### src/rtl/ueirq_pkg.sv
// Package with register map, field layout and reset values of the endpoint interrupt block
// What this block does
// Tx status bits 3:0, endpoint 0 plus tx 1-3
// Rx status bits 3:1, bit 0 reads zero
// Unconfigured endpoint status bits clear one cycle after the config register changes
// Reading a status register clears its flags
// Enabled set status bit raises the interrupt
// Disabled bits still latch, no interrupt
// Tx enable resets to 0x000F, bits 15:4 zero
// Rx enable resets to 0x000E, bit 0 zero
// Both status registers reset to zero
// Software preserves reserved bits on rewrite
// Interrupt is OR of status AND enable
// Event during clearing read stays latched
package ueirq_pkg;
  localparam int          UEIRQ_ADDR_W       = 4;
  localparam int          UEIRQ_DATA_W       = 16;
  localparam int          UEIRQ_EP_W         = 4;
  // Printed register offsets
  localparam logic [3:0]  UEIRQ_TX_STATUS    = 4'h2;
  localparam logic [3:0]  UEIRQ_RX_STATUS    = 4'h4;
  localparam logic [3:0]  UEIRQ_TX_ENABLE    = 4'h6;
  localparam logic [3:0]  UEIRQ_RX_ENABLE    = 4'h8;
  // Own registers: endpoint configuration and interrupt summary
  localparam logic [3:0]  UEIRQ_EP_CONFIG    = 4'hC;
  localparam logic [3:0]  UEIRQ_IRQ_SUMMARY  = 4'hE;
  // Field layout: implemented bits per register
  localparam logic [3:0]  UEIRQ_TX_MASK      = 4'hF;
  localparam logic [3:0]  UEIRQ_RX_MASK      = 4'hE;
  // Reset values
  localparam logic [3:0]  UEIRQ_STATUS_RST   = 4'h0;
  localparam logic [3:0]  UEIRQ_TX_EN_RST    = 4'hF;
  localparam logic [3:0]  UEIRQ_RX_EN_RST    = 4'hE;
  localparam logic [3:0]  UEIRQ_CONFIG_RST   = 4'hF;
endpackage : ueirq_pkg

### src/rtl/ueirq_flags.sv
// Sticky read-to-clear flag group with configuration gating
`timescale 1ns/1ps
module ueirq_flags #(
  parameter logic [3:0] IMPL_MASK = 4'hF
) (
  // Clock and reset
  input  wire logic       core_clk,
  input  wire logic       sys_rst,
  // Events and control
  input  wire logic [3:0] event_pulse,
  input  wire logic [3:0] ep_configured,
  input  wire logic       clear_rd,
  // Flag state
  output logic      [3:0] flags_reg
);
  import ueirq_pkg::*;

  logic [3:0] flags_next;
  logic [3:0] gate;

  // Only implemented and configured endpoints may hold a flag
  assign gate = IMPL_MASK & ep_configured;

  // Set wins over the read clear so no event is lost
  always_comb begin
    flags_next = clear_rd ? 4'h0 : flags_reg;
    flags_next = (flags_next | event_pulse) & gate;
  end

  always_ff @(posedge core_clk or posedge sys_rst) begin
    if (sys_rst) begin
      flags_reg <= UEIRQ_STATUS_RST;
    end else begin
      flags_reg <= flags_next;
    end
  end
endmodule : ueirq_flags

### src/rtl/ueirq_top.sv
// Endpoint interrupt status and enable registers with one processor interrupt
//
// Decided for this implementation: the plain strobed port.
`timescale 1ns/1ps
module ueirq_top (
  // Clock and reset
  input  wire logic                           core_clk,
  input  wire logic                           sys_rst,
  // Endpoint events, one-cycle pulses from transfer logic
  input  wire logic [ueirq_pkg::UEIRQ_EP_W-1:0] tx_event,
  input  wire logic [ueirq_pkg::UEIRQ_EP_W-1:0] rx_event,
  // Register port
  input  wire logic [ueirq_pkg::UEIRQ_ADDR_W-1:0] reg_addr,
  input  wire logic [ueirq_pkg::UEIRQ_DATA_W-1:0] reg_wdata,
  input  wire logic                           reg_wr,
  input  wire logic                           reg_rd,
  output logic      [ueirq_pkg::UEIRQ_DATA_W-1:0] reg_rdata,
  // Processor interrupt
  output logic                                irq_out
);
  import ueirq_pkg::*;

  logic [3:0]  tx_enable_reg;
  logic [3:0]  rx_enable_reg;
  logic [3:0]  ep_config_reg;
  logic [3:0]  tx_flags;
  logic [3:0]  rx_flags;
  logic        rd_tx;
  logic        rd_rx;
  logic [15:0] rdata_next;
  logic        irq_next;

  // Widen a four-bit field into the low bits of a data word
  function automatic logic [15:0] widen(input logic [3:0] v);
    widen = {12'h000, v};
  endfunction : widen

  assign rd_tx = reg_rd && (reg_addr == UEIRQ_TX_STATUS);
  assign rd_rx = reg_rd && (reg_addr == UEIRQ_RX_STATUS);

  // Tx group: endpoint 0 and tx endpoints 1 to 3
  ueirq_flags #(.IMPL_MASK(UEIRQ_TX_MASK)) u_tx_flags (
    .core_clk      (core_clk),
    .sys_rst       (sys_rst),
    .event_pulse   (tx_event),
    .ep_configured (ep_config_reg),
    .clear_rd      (rd_tx),
    .flags_reg     (tx_flags)
  );

  // Rx group: bit 0 is not implemented
  ueirq_flags #(.IMPL_MASK(UEIRQ_RX_MASK)) u_rx_flags (
    .core_clk      (core_clk),
    .sys_rst       (sys_rst),
    .event_pulse   (rx_event),
    .ep_configured (ep_config_reg),
    .clear_rd      (rd_rx),
    .flags_reg     (rx_flags)
  );

  // Enable registers; reserved bits are never stored
  always_ff @(posedge core_clk or posedge sys_rst) begin
    if (sys_rst) begin
      tx_enable_reg <= UEIRQ_TX_EN_RST;
      rx_enable_reg <= UEIRQ_RX_EN_RST;
    end else if (reg_wr) begin
      if (reg_addr == UEIRQ_TX_ENABLE) begin
        tx_enable_reg <= reg_wdata[3:0] & UEIRQ_TX_MASK;
      end
      if (reg_addr == UEIRQ_RX_ENABLE) begin
        rx_enable_reg <= reg_wdata[3:0] & UEIRQ_RX_MASK;
      end
    end
  end

  // Endpoint configuration; bit n marks endpoint n as configured
  always_ff @(posedge core_clk or posedge sys_rst) begin
    if (sys_rst) begin
      ep_config_reg <= UEIRQ_CONFIG_RST;
    end else if (reg_wr && (reg_addr == UEIRQ_EP_CONFIG)) begin
      ep_config_reg <= reg_wdata[3:0];
    end
  end

  // Read mux; status is sampled before the clear takes effect
  always_comb begin
    case (reg_addr)
      UEIRQ_TX_STATUS:   rdata_next = widen(tx_flags);
      UEIRQ_RX_STATUS:   rdata_next = widen(rx_flags);
      UEIRQ_TX_ENABLE:   rdata_next = widen(tx_enable_reg);
      UEIRQ_RX_ENABLE:   rdata_next = widen(rx_enable_reg);
      UEIRQ_EP_CONFIG:   rdata_next = widen(ep_config_reg);
      UEIRQ_IRQ_SUMMARY: rdata_next = {14'h0000, |(rx_flags & rx_enable_reg),
                                       |(tx_flags & tx_enable_reg)};
      default:           rdata_next = 16'h0000; // Unmapped reads as zero
    endcase
  end

  // Read data stands only in the cycle after the strobe
  always_ff @(posedge core_clk or posedge sys_rst) begin
    if (sys_rst) begin
      reg_rdata <= 16'h0000;
    end else begin
      reg_rdata <= reg_rd ? rdata_next : 16'h0000;
    end
  end

  // Interrupt from registered flag state puts it two registers away from the event
  assign irq_next = |(tx_flags & tx_enable_reg) | |(rx_flags & rx_enable_reg);

  // Registered for a clean output; adds one cycle of latency
  always_ff @(posedge core_clk or posedge sys_rst) begin
    if (sys_rst) begin
      irq_out <= 1'b0;
    end else begin
      irq_out <= irq_next;
    end
  end
endmodule : ueirq_top

### config.mk
export PLATFORM = sky130hd
export DESIGN_NAME = ueirq_top
export DESIGN_NICKNAME = d
export VERILOG_FILES = /design/src/rtl/ueirq_pkg.sv /design/src/rtl/ueirq_flags.sv /design/src/rtl/ueirq_top.sv
export SDC_FILE = /design/constraint.sdc
export NUM_CORES = 1
export LEC_CHECK = 0
export ABC_AREA = 1
export BUFFER_PORTS_ARGS = -buffer_cell sky130_fd_sc_hd__buf_2
export CELL_PAD_IN_SITES_DETAIL_PLACEMENT = 0
export CELL_PAD_IN_SITES_GLOBAL_PLACEMENT = 1
export CORE_ASPECT_RATIO = 1.4
export CORE_MARGIN = 8
export CORE_UTILIZATION = 36
export DETAILED_ROUTE_END_ITERATION = 8
export PLACE_DENSITY = 0.83
export SLEW_MARGIN = 20
export SYNTH_ARGS = -nofsm -noshare
export SYNTH_HDL_FRONTEND = slang
export SYNTH_SLANG_ARGS = --single-unit
### constraint.sdc
create_clock -name core_clk -period 1.4 [get_ports core_clk]
set_clock_uncertainty 0.05 [all_clocks]
set_input_delay 0.14 -clock core_clk [delete_from_list [all_inputs] [get_ports core_clk]]
set_output_delay 0.14 -clock core_clk [all_outputs]
set_load 0.01 [all_outputs]
==> metrics.md, run 1 <==
| Metric | Value |
|---|---|
| Total grt overflow | 0 |
| Hold Crit Depth | 3 |
| # setup viols final | 0 |
| Largest net degree at the start of global routing | 24 |
| WS Path Type | reg -> reg |
| Total of max-cap violations | 0 |
| Area Growth Syn to Fin | 17.59% |
| Area of the multi-input gates | 489.2 µm² |
| TritonCTS clock tree | yes |
| Placed cell areas | 0.001349 mm² |
| Synthesized flop and latch total | 23 |
| RSZ-0062 raised after global routing | no |
| Reg2Reg Capture Point | reg_rdata[1]$_DFF_PP0_ |
| Worst Setup SP | rx_enable_reg[2]$_DFFE_PP1P_ |
| CP arrival | 1.23 ns |
| TritonCTS buffer count | 3 |
| # IOs | 49 |
| Routed WL per cell | 13.00 µm |
| Worst vdd ir | between 0.4 and 0.5 mV |
| Drt pass-1 iters | 4 |
| Post-route minimum period | around 1.1 ns |
| Clock Tree Root | clkbuf_8 |
| Startpoint Class | flip-flop |
| Syn. warnings | 0 |
| Lkg Pwr | roughly 0.73 nW |
| Initial Util | between 30% and 40% |
| Final ANT Viol Nets | 0 |
| H-tree levels | 1 |
| Worst setup margin | between 0.3 and 0.4 ns |
| Total power | approximately 1.6 mW |
| Post-Route WL | around 2.9 mm |
| Clock latency on the worst-skew pair | between 0.2 and 0.3 ns |
| Worst r2r src | rx_enable_reg[2]$_DFFE_PP1P_ |
| Cts repair resizes | 0 |
| TNS Setup | 0 ns |
| R2r setup slk | between 0.3 and 0.4 ns |
| First-pass GRT wire length | roughly 4.9 mm |
| Die Y | 84.17 µm |
| Critical Path Sink Type | flip-flop |
| Seq. cell area | between 500 and 600 µm² |
| Post-synthesis sequential area ratio | roughly half |
| Initial antenna violation count | 0 |
| Fin. max-slew vios | 0 |
| Final Net Count | roughly 210 |
| Max frequency | just over 900 MHz |
| Vias in the first global route | ~1100 |
| RD Place Congestion | just under 0.9 |
| # port buffers | 23 |
| Dpl ws | 0.2656 ns |
| Worst hold endpoint | u_tx_flags.flags_reg[0]$_DFF_PP0_ |
| GRT Util Overall | roughly 11% |
| Num rows | 25 |
| Share of layout cells above drive strength 1 | 26.52% |
| Total power per unit cell area | 1141 mW/mm² |
| Status | finished, final reports clean |
| Hold WC Path Type | in -> reg |
| Clock net sink count | 23 |
| Crit path max fanout | 3 |
| Post-Syn Area per Cell | between 8 and 9 µm² |
| Mapped Cells | 149 |
| Detail Placement HPWL | about 2.4 mm |
| Die Wd | between 60 and 70 µm |
| Dominant cells by area after synthesis | dfrtp_1, dfstp_2, nand3_1, buf_4, nand2_1 |
| Yosys top cell by area | dfrtp_1 |
| Post-Syn Area | 0.001195 mm² |
| Total number of vias | about 1000 |
| Core area | 0.003284 mm² |
| Design Area, Final | ~0.0014 mm² |
| CTS Buffer Depth | 2 |
| Fillcell total | roughly 360 |
| Yosys top cell area share | between 20% and 30% |
| Worst EP required | ~1.5 ns |
| Hold_sp | tx_event[0] |
| DR iter-0 viols | 24 |
| Vias per inst | ~4.6 |
| ANT cells | 0 |
| Synth unique cells | 15 |
| Die area | approximately 0.0054 mm² |
| Reg2reg path depth | 6 |
| Number of hold violations in the final report | 0 |
| DRC Markers | 0 |
| Clk slew on worst S/H paths | 0.08 ns |
| Crit share post-route | 77.75% |
[report_power, final]
part,switching (mW),total (mW),internal (mW)
registers,0.0812,0.905,0.824
clock network,0.208,0.407,0.198
logic,0.175,0.292,0.117
total,0.464,1.60,1.14
[layer usage]
metal	share of wire (%)	routed length (µm)	vias up	track usage (%)
met4	2.6	76	0	7.371
li1	-	-	523	-
met3	4.9	142	6	2.130
met2	57	1628	28	21.14
met5	0	0	-	0
met1	36	1027	463	10.30
[what timing repair did]
action                    in CTS  in global routing
hold buffers                   1                  0
hold endpoints to repair      12                  0
setup buffers                  0                  0
[cell usage in the layout, fill, tap and decap left out, types with 4 or more instances in the layout]
master,count
nand3_1,28
nand2_1,25
buf_2,23
nor2_1,20
inv_1,16
conb_1,12
dfrtp_1,12
dfstp_2,11
o21ai_0,7
a21oi_1,7
buf_4,6
o21ai_1,4
[synthesized netlist by cell type]
cell type,number
inv_1,16
nand4_1,1
nor2_1,20
nor2_2,1
nand2_1,25
dfstp_2,11
o21ai_0,7
nand3_2,1
conb_1,1
dfrtp_1,12
o21ai_1,4
buf_4,13
a21oi_1,7
nor2_4,2
nand3_1,28
[metrics by stage]
| step | util (%) | hold slack, ns | cells |
|---|---|---|---|
| CTS | 42.78 | 0.02879 | 221 |
| global route | 42.78 | 0.03712 | 221 |
| global placement | 41.07 | 0.1407 | 216 |
| finish | 42.78 | 0.03148 | 221 |
| floorplan | - | 0.08377 | 160 |
| detailed placement | 41.07 | 0.1408 | 216 |
[cell type report]
type / count / share of cell area (%)
flip-flops and latches: 23 / 41.94
multi-input cells: 108 / 34.82
repair buffers: 30 / 12.11
inverters: 16 / 4.274
well taps: 40 / 3.562
clock buffers: 3 / 2.939
clock inverters: 1 / 0.3562
[worst max-delay path, stage by stage (launching register included)]
cell and delay, ns:
dfstp_2 0.55, nand2_1 0.08, nand3_1 0.09, nand2_1 0.05, nand3_1 0.06, nor2_1 0.04, nor2_1 0.10
[logic make-up after synthesis]
group / Yosys count / share of synthesized area [%]
compound gates: 18 / 7.539
buf+inv: 29 / 13.19
flops: 23 / 49.32
other cells: 1 / 0.3138
simple gates: 78 / 29.63
[worst max-delay path by stage]
stage	to	slack, ns	cells past startpoint
floorplan	reg_rdata[1]$_DFF_PP0_	0.44	6
global placement	ep_config_reg[1]$_DFFE_PP1P_	0.29	5
detailed placement	ep_config_reg[0]$_DFFE_PP1P_	0.27	5
CTS	reg_rdata[1]$_DFF_PP0_	0.31	6
global route	reg_rdata[0]$_DFF_PP0_	0.21	6
finish	reg_rdata[1]$_DFF_PP0_	0.31	6
No activity file was read; power rests on OpenSTA's default activity.
==> run 2: changes to the inputs <==
CORE_UTILIZATION = 30   (was 36)
PLACE_DENSITY = 0.74   (was 0.83)
clock period = 1 ns   (was 1.4 ns; I/O delays follow)
==> run 2 against run 1 <==
Net effect: critical path type unchanged; register-to-register slack worse by 0.37 ns; sequential share of layout area down 5.4 points; cell count up 9.5%; the flow now finishes with violations (negative setup slack); count of clock-buffer cells in the layout up 1.
==> metrics.md, run 2 (same netlist as run 1, synthesis figures left out) <==
| Metric | Value |
|---|---|
| Status | finished, violations left |
| Failing checks | negative setup slack |
| Total grt overflow | 0 |
| Die Wd | between 60 and 70 µm |
| GRT Util Overall | roughly a tenth |
| Clock Tree Root | clkbuf_8 |
| Clk slew on worst S/H paths | around 0.08 ns |
| Final Net Count | between 200 and 250 |
| RSZ-0062 raised after global routing | yes |
| Area Growth Syn to Fin | 35.08% |
| Number of hold violations in the final report | 0 |
| Worst setup margin | -0.05647 ns |
| Total number of vias | 1068 |
| Worst vdd ir | approximately 0.81 mV |
| Vias in the first global route | between 1000 and 1500 |
| Initial antenna violation count | 0 |
| # IOs | a little under 50 |
| Hold WC Path Type | in -> reg |
| Crit path buf inv count | 0 |
| TritonCTS clock tree | yes |
| DRC Markers | 0 |
| GR Layer Usage met1 | 11.19% |
| ANT cells | 0 |
| Initial Util | between 30 and 40% |
| Clock latency on the worst-skew pair | 0.26 ns |
| Crit share post-route | 105.6% |
| Fillcell total | 404 |
| Num rows | 27 |
| Critical Path Sink Type | flip-flop |
| Fin. max-slew vios | 0 |
| Drt pass-1 iters | 4 |
| Cell mode on critical path | nor2_1 |
| Total power per unit cell area | 1537 mW/mm² |
| Met2 usage | between 15 and 20% |
| Worst r2r src | tx_enable_reg[1]$_DFFE_PP1P_ |
| Total of max-cap violations | 0 |
| Hold Worst Slack | around 0.004 ns |
| Busiest grt layer | met2 |
| Slowest cell on crit path | dfstp_2 |
| Max frequency | 946.5 MHz |
| Worst EP required | approximately 1.2 ns |
| TritonCTS buffer count | 3 |
| Met3 usage | under 10% |
| Cell Chain, Critical Path | nand2_2 > nand2_2 > nor2_2 > nor2_1 > nor2_1 > nor2_1 |
| CP top delay family | flip-flops |
| WS Path Type | reg -> reg |
| DR iter-0 viols | between 60 and 70 |
| Total power | between 2 and 2.5 mW |
| Most frequent cells in the layout | nand3_1, buf_2, buf_4, nor2_1, nand2_1 |
| CTS Buffer Depth | 2 |
| Post-Route WL | 3.081 mm |
| Worst Setup SP | tx_enable_reg[1]$_DFFE_PP1P_ |
| Die Y | 90.68 µm |
| Hold_sp | tx_event[1] |
| Post-route minimum period | 1.056 ns |
| Core area | between 0.003 and 0.004 mm² |
| Max stage delay on crit path | between 0.5 and 0.6 ns |
| Largest net degree at the start of global routing | 24 |
| Lkg Pwr | 0.8395 nW |
| Vias per inst | roughly 4.4 |
| Detail Placement HPWL | 2.431 mm |
| CP arrival | around 1.2 ns |
| Die area | 0.006287 mm² |
| Placed insts | about 230 |
| Layout Cells excl Fill | between 200 and 250 |
| # setup viols final | 5 |
| Clock net sink count | 23 |
| Routed WL per cell | 12.73 µm |
| Share of layout cells above drive strength 1 | 40.70% |
| Startpoint Class | flip-flop |
| # port buffers | 23 |
| Final ANT Viol Nets | 0 |
| First-pass GRT wire length | 5.119 mm |
| H-tree levels | 1 |
| RD Place Congestion | a little under 0.8 |
| Crit path max fanout | 2 |
[run 2: cell count changes in the layout (fill, tap and decap cells not counted), moves of 2 or more]
cell	previous run	this run
buf_4	6	20
nand2_1	25	17
nand3_1	28	23
nor2_1	20	18
nand2_2	0	8
nor2_2	1	3
nand3_2	1	6
o21ai_1	4	2
o21ai_2	0	2
buf_6	0	3
[run 2: per-stage QoR]
| stage | utilization [%] | worst slack [ns] | TNS, ns | instance area [µm²] |
|---|---|---|---|---|
| CTS | 40.52 | -0.05336 | -0.1264 | 1574 |
| global placement | 37.71 | -0.02130 | -0.04648 | 1465 |
| global route | 41.55 | -0.1207 | -0.4415 | 1614 |
| finish | 41.55 | -0.05647 | -0.1626 | 1614 |
| floorplan | - | 0.03819 | 0 | 1236 |
| detailed placement | 37.71 | -0.03246 | -0.08329 | 1465 |
[run 2: what timing repair did]
action | in CTS | in global routing
pin swaps | 1 | 8
gates resized for setup | 11 | 9
hold buffers | 2 | 0
setup endpoints to repair | 5 | 5
hold endpoints to repair | 13 | 0
setup buffers | 0 | 2
[run 2: layer usage]
| layer | part of all wire (%) | vias up |
|---|---|---|
| li1 | - | 557 |
| met1 | 44 | 484 |
| met2 | 51 | 25 |
| met3 | 3.2 | 2 |
| met4 | 1.1 | 0 |
| met5 | 0 | - |
[run 2: cell type report]
cell class / instances / area, µm² / area share [%]
repair buffers: 48 / 319.1 / 19.77
clock buffers: 4 / 45.04 / 2.791
inverters: 16 / 60.06 / 3.721
multi-input cells: 108 / 546.8 / 33.88
flip-flops and latches: 23 / 589.3 / 36.51
well taps: 43 / 53.80 / 3.333
[run 2: path summary, 6_finish.rpt]
check / endpoint / slack (ns) / cells past startpoint
worst max-delay path: reg_rdata[0]$_DFF_PP0_ / -0.06 / 6
worst min-delay path: u_tx_flags.flags_reg[1]$_DFF_PP0_ / 0.004 / 3
worst max register to register: reg_rdata[0]$_DFF_PP0_ / -0.06 / 6
worst min register to register: ep_config_reg[2]$_DFFE_PP1P_ / 0.45 / 2
max in group asynchronous: ep_config_reg[0]$_DFFE_PP1P_ / 0.25 / 4
min in group asynchronous: u_rx_flags.flags_reg[1]$_DFF_PP0_ / 0.37 / 4
[run 2: report_power, final]
part	total, mW	switching, mW	internal (mW)
Clock	0.575	0.291	0.284
Combinational	0.637	0.314	0.323
Sequential	1.27	0.114	1.15
[run 2: worst register-to-register path, stage by stage (launching register included)]
cell	delay (ns)
dfstp_2	0.55
nand2_2	0.07
nand2_2	0.07
nor2_2	0.04
nor2_1	0.10
nor2_1	0.05
nor2_1	0.07
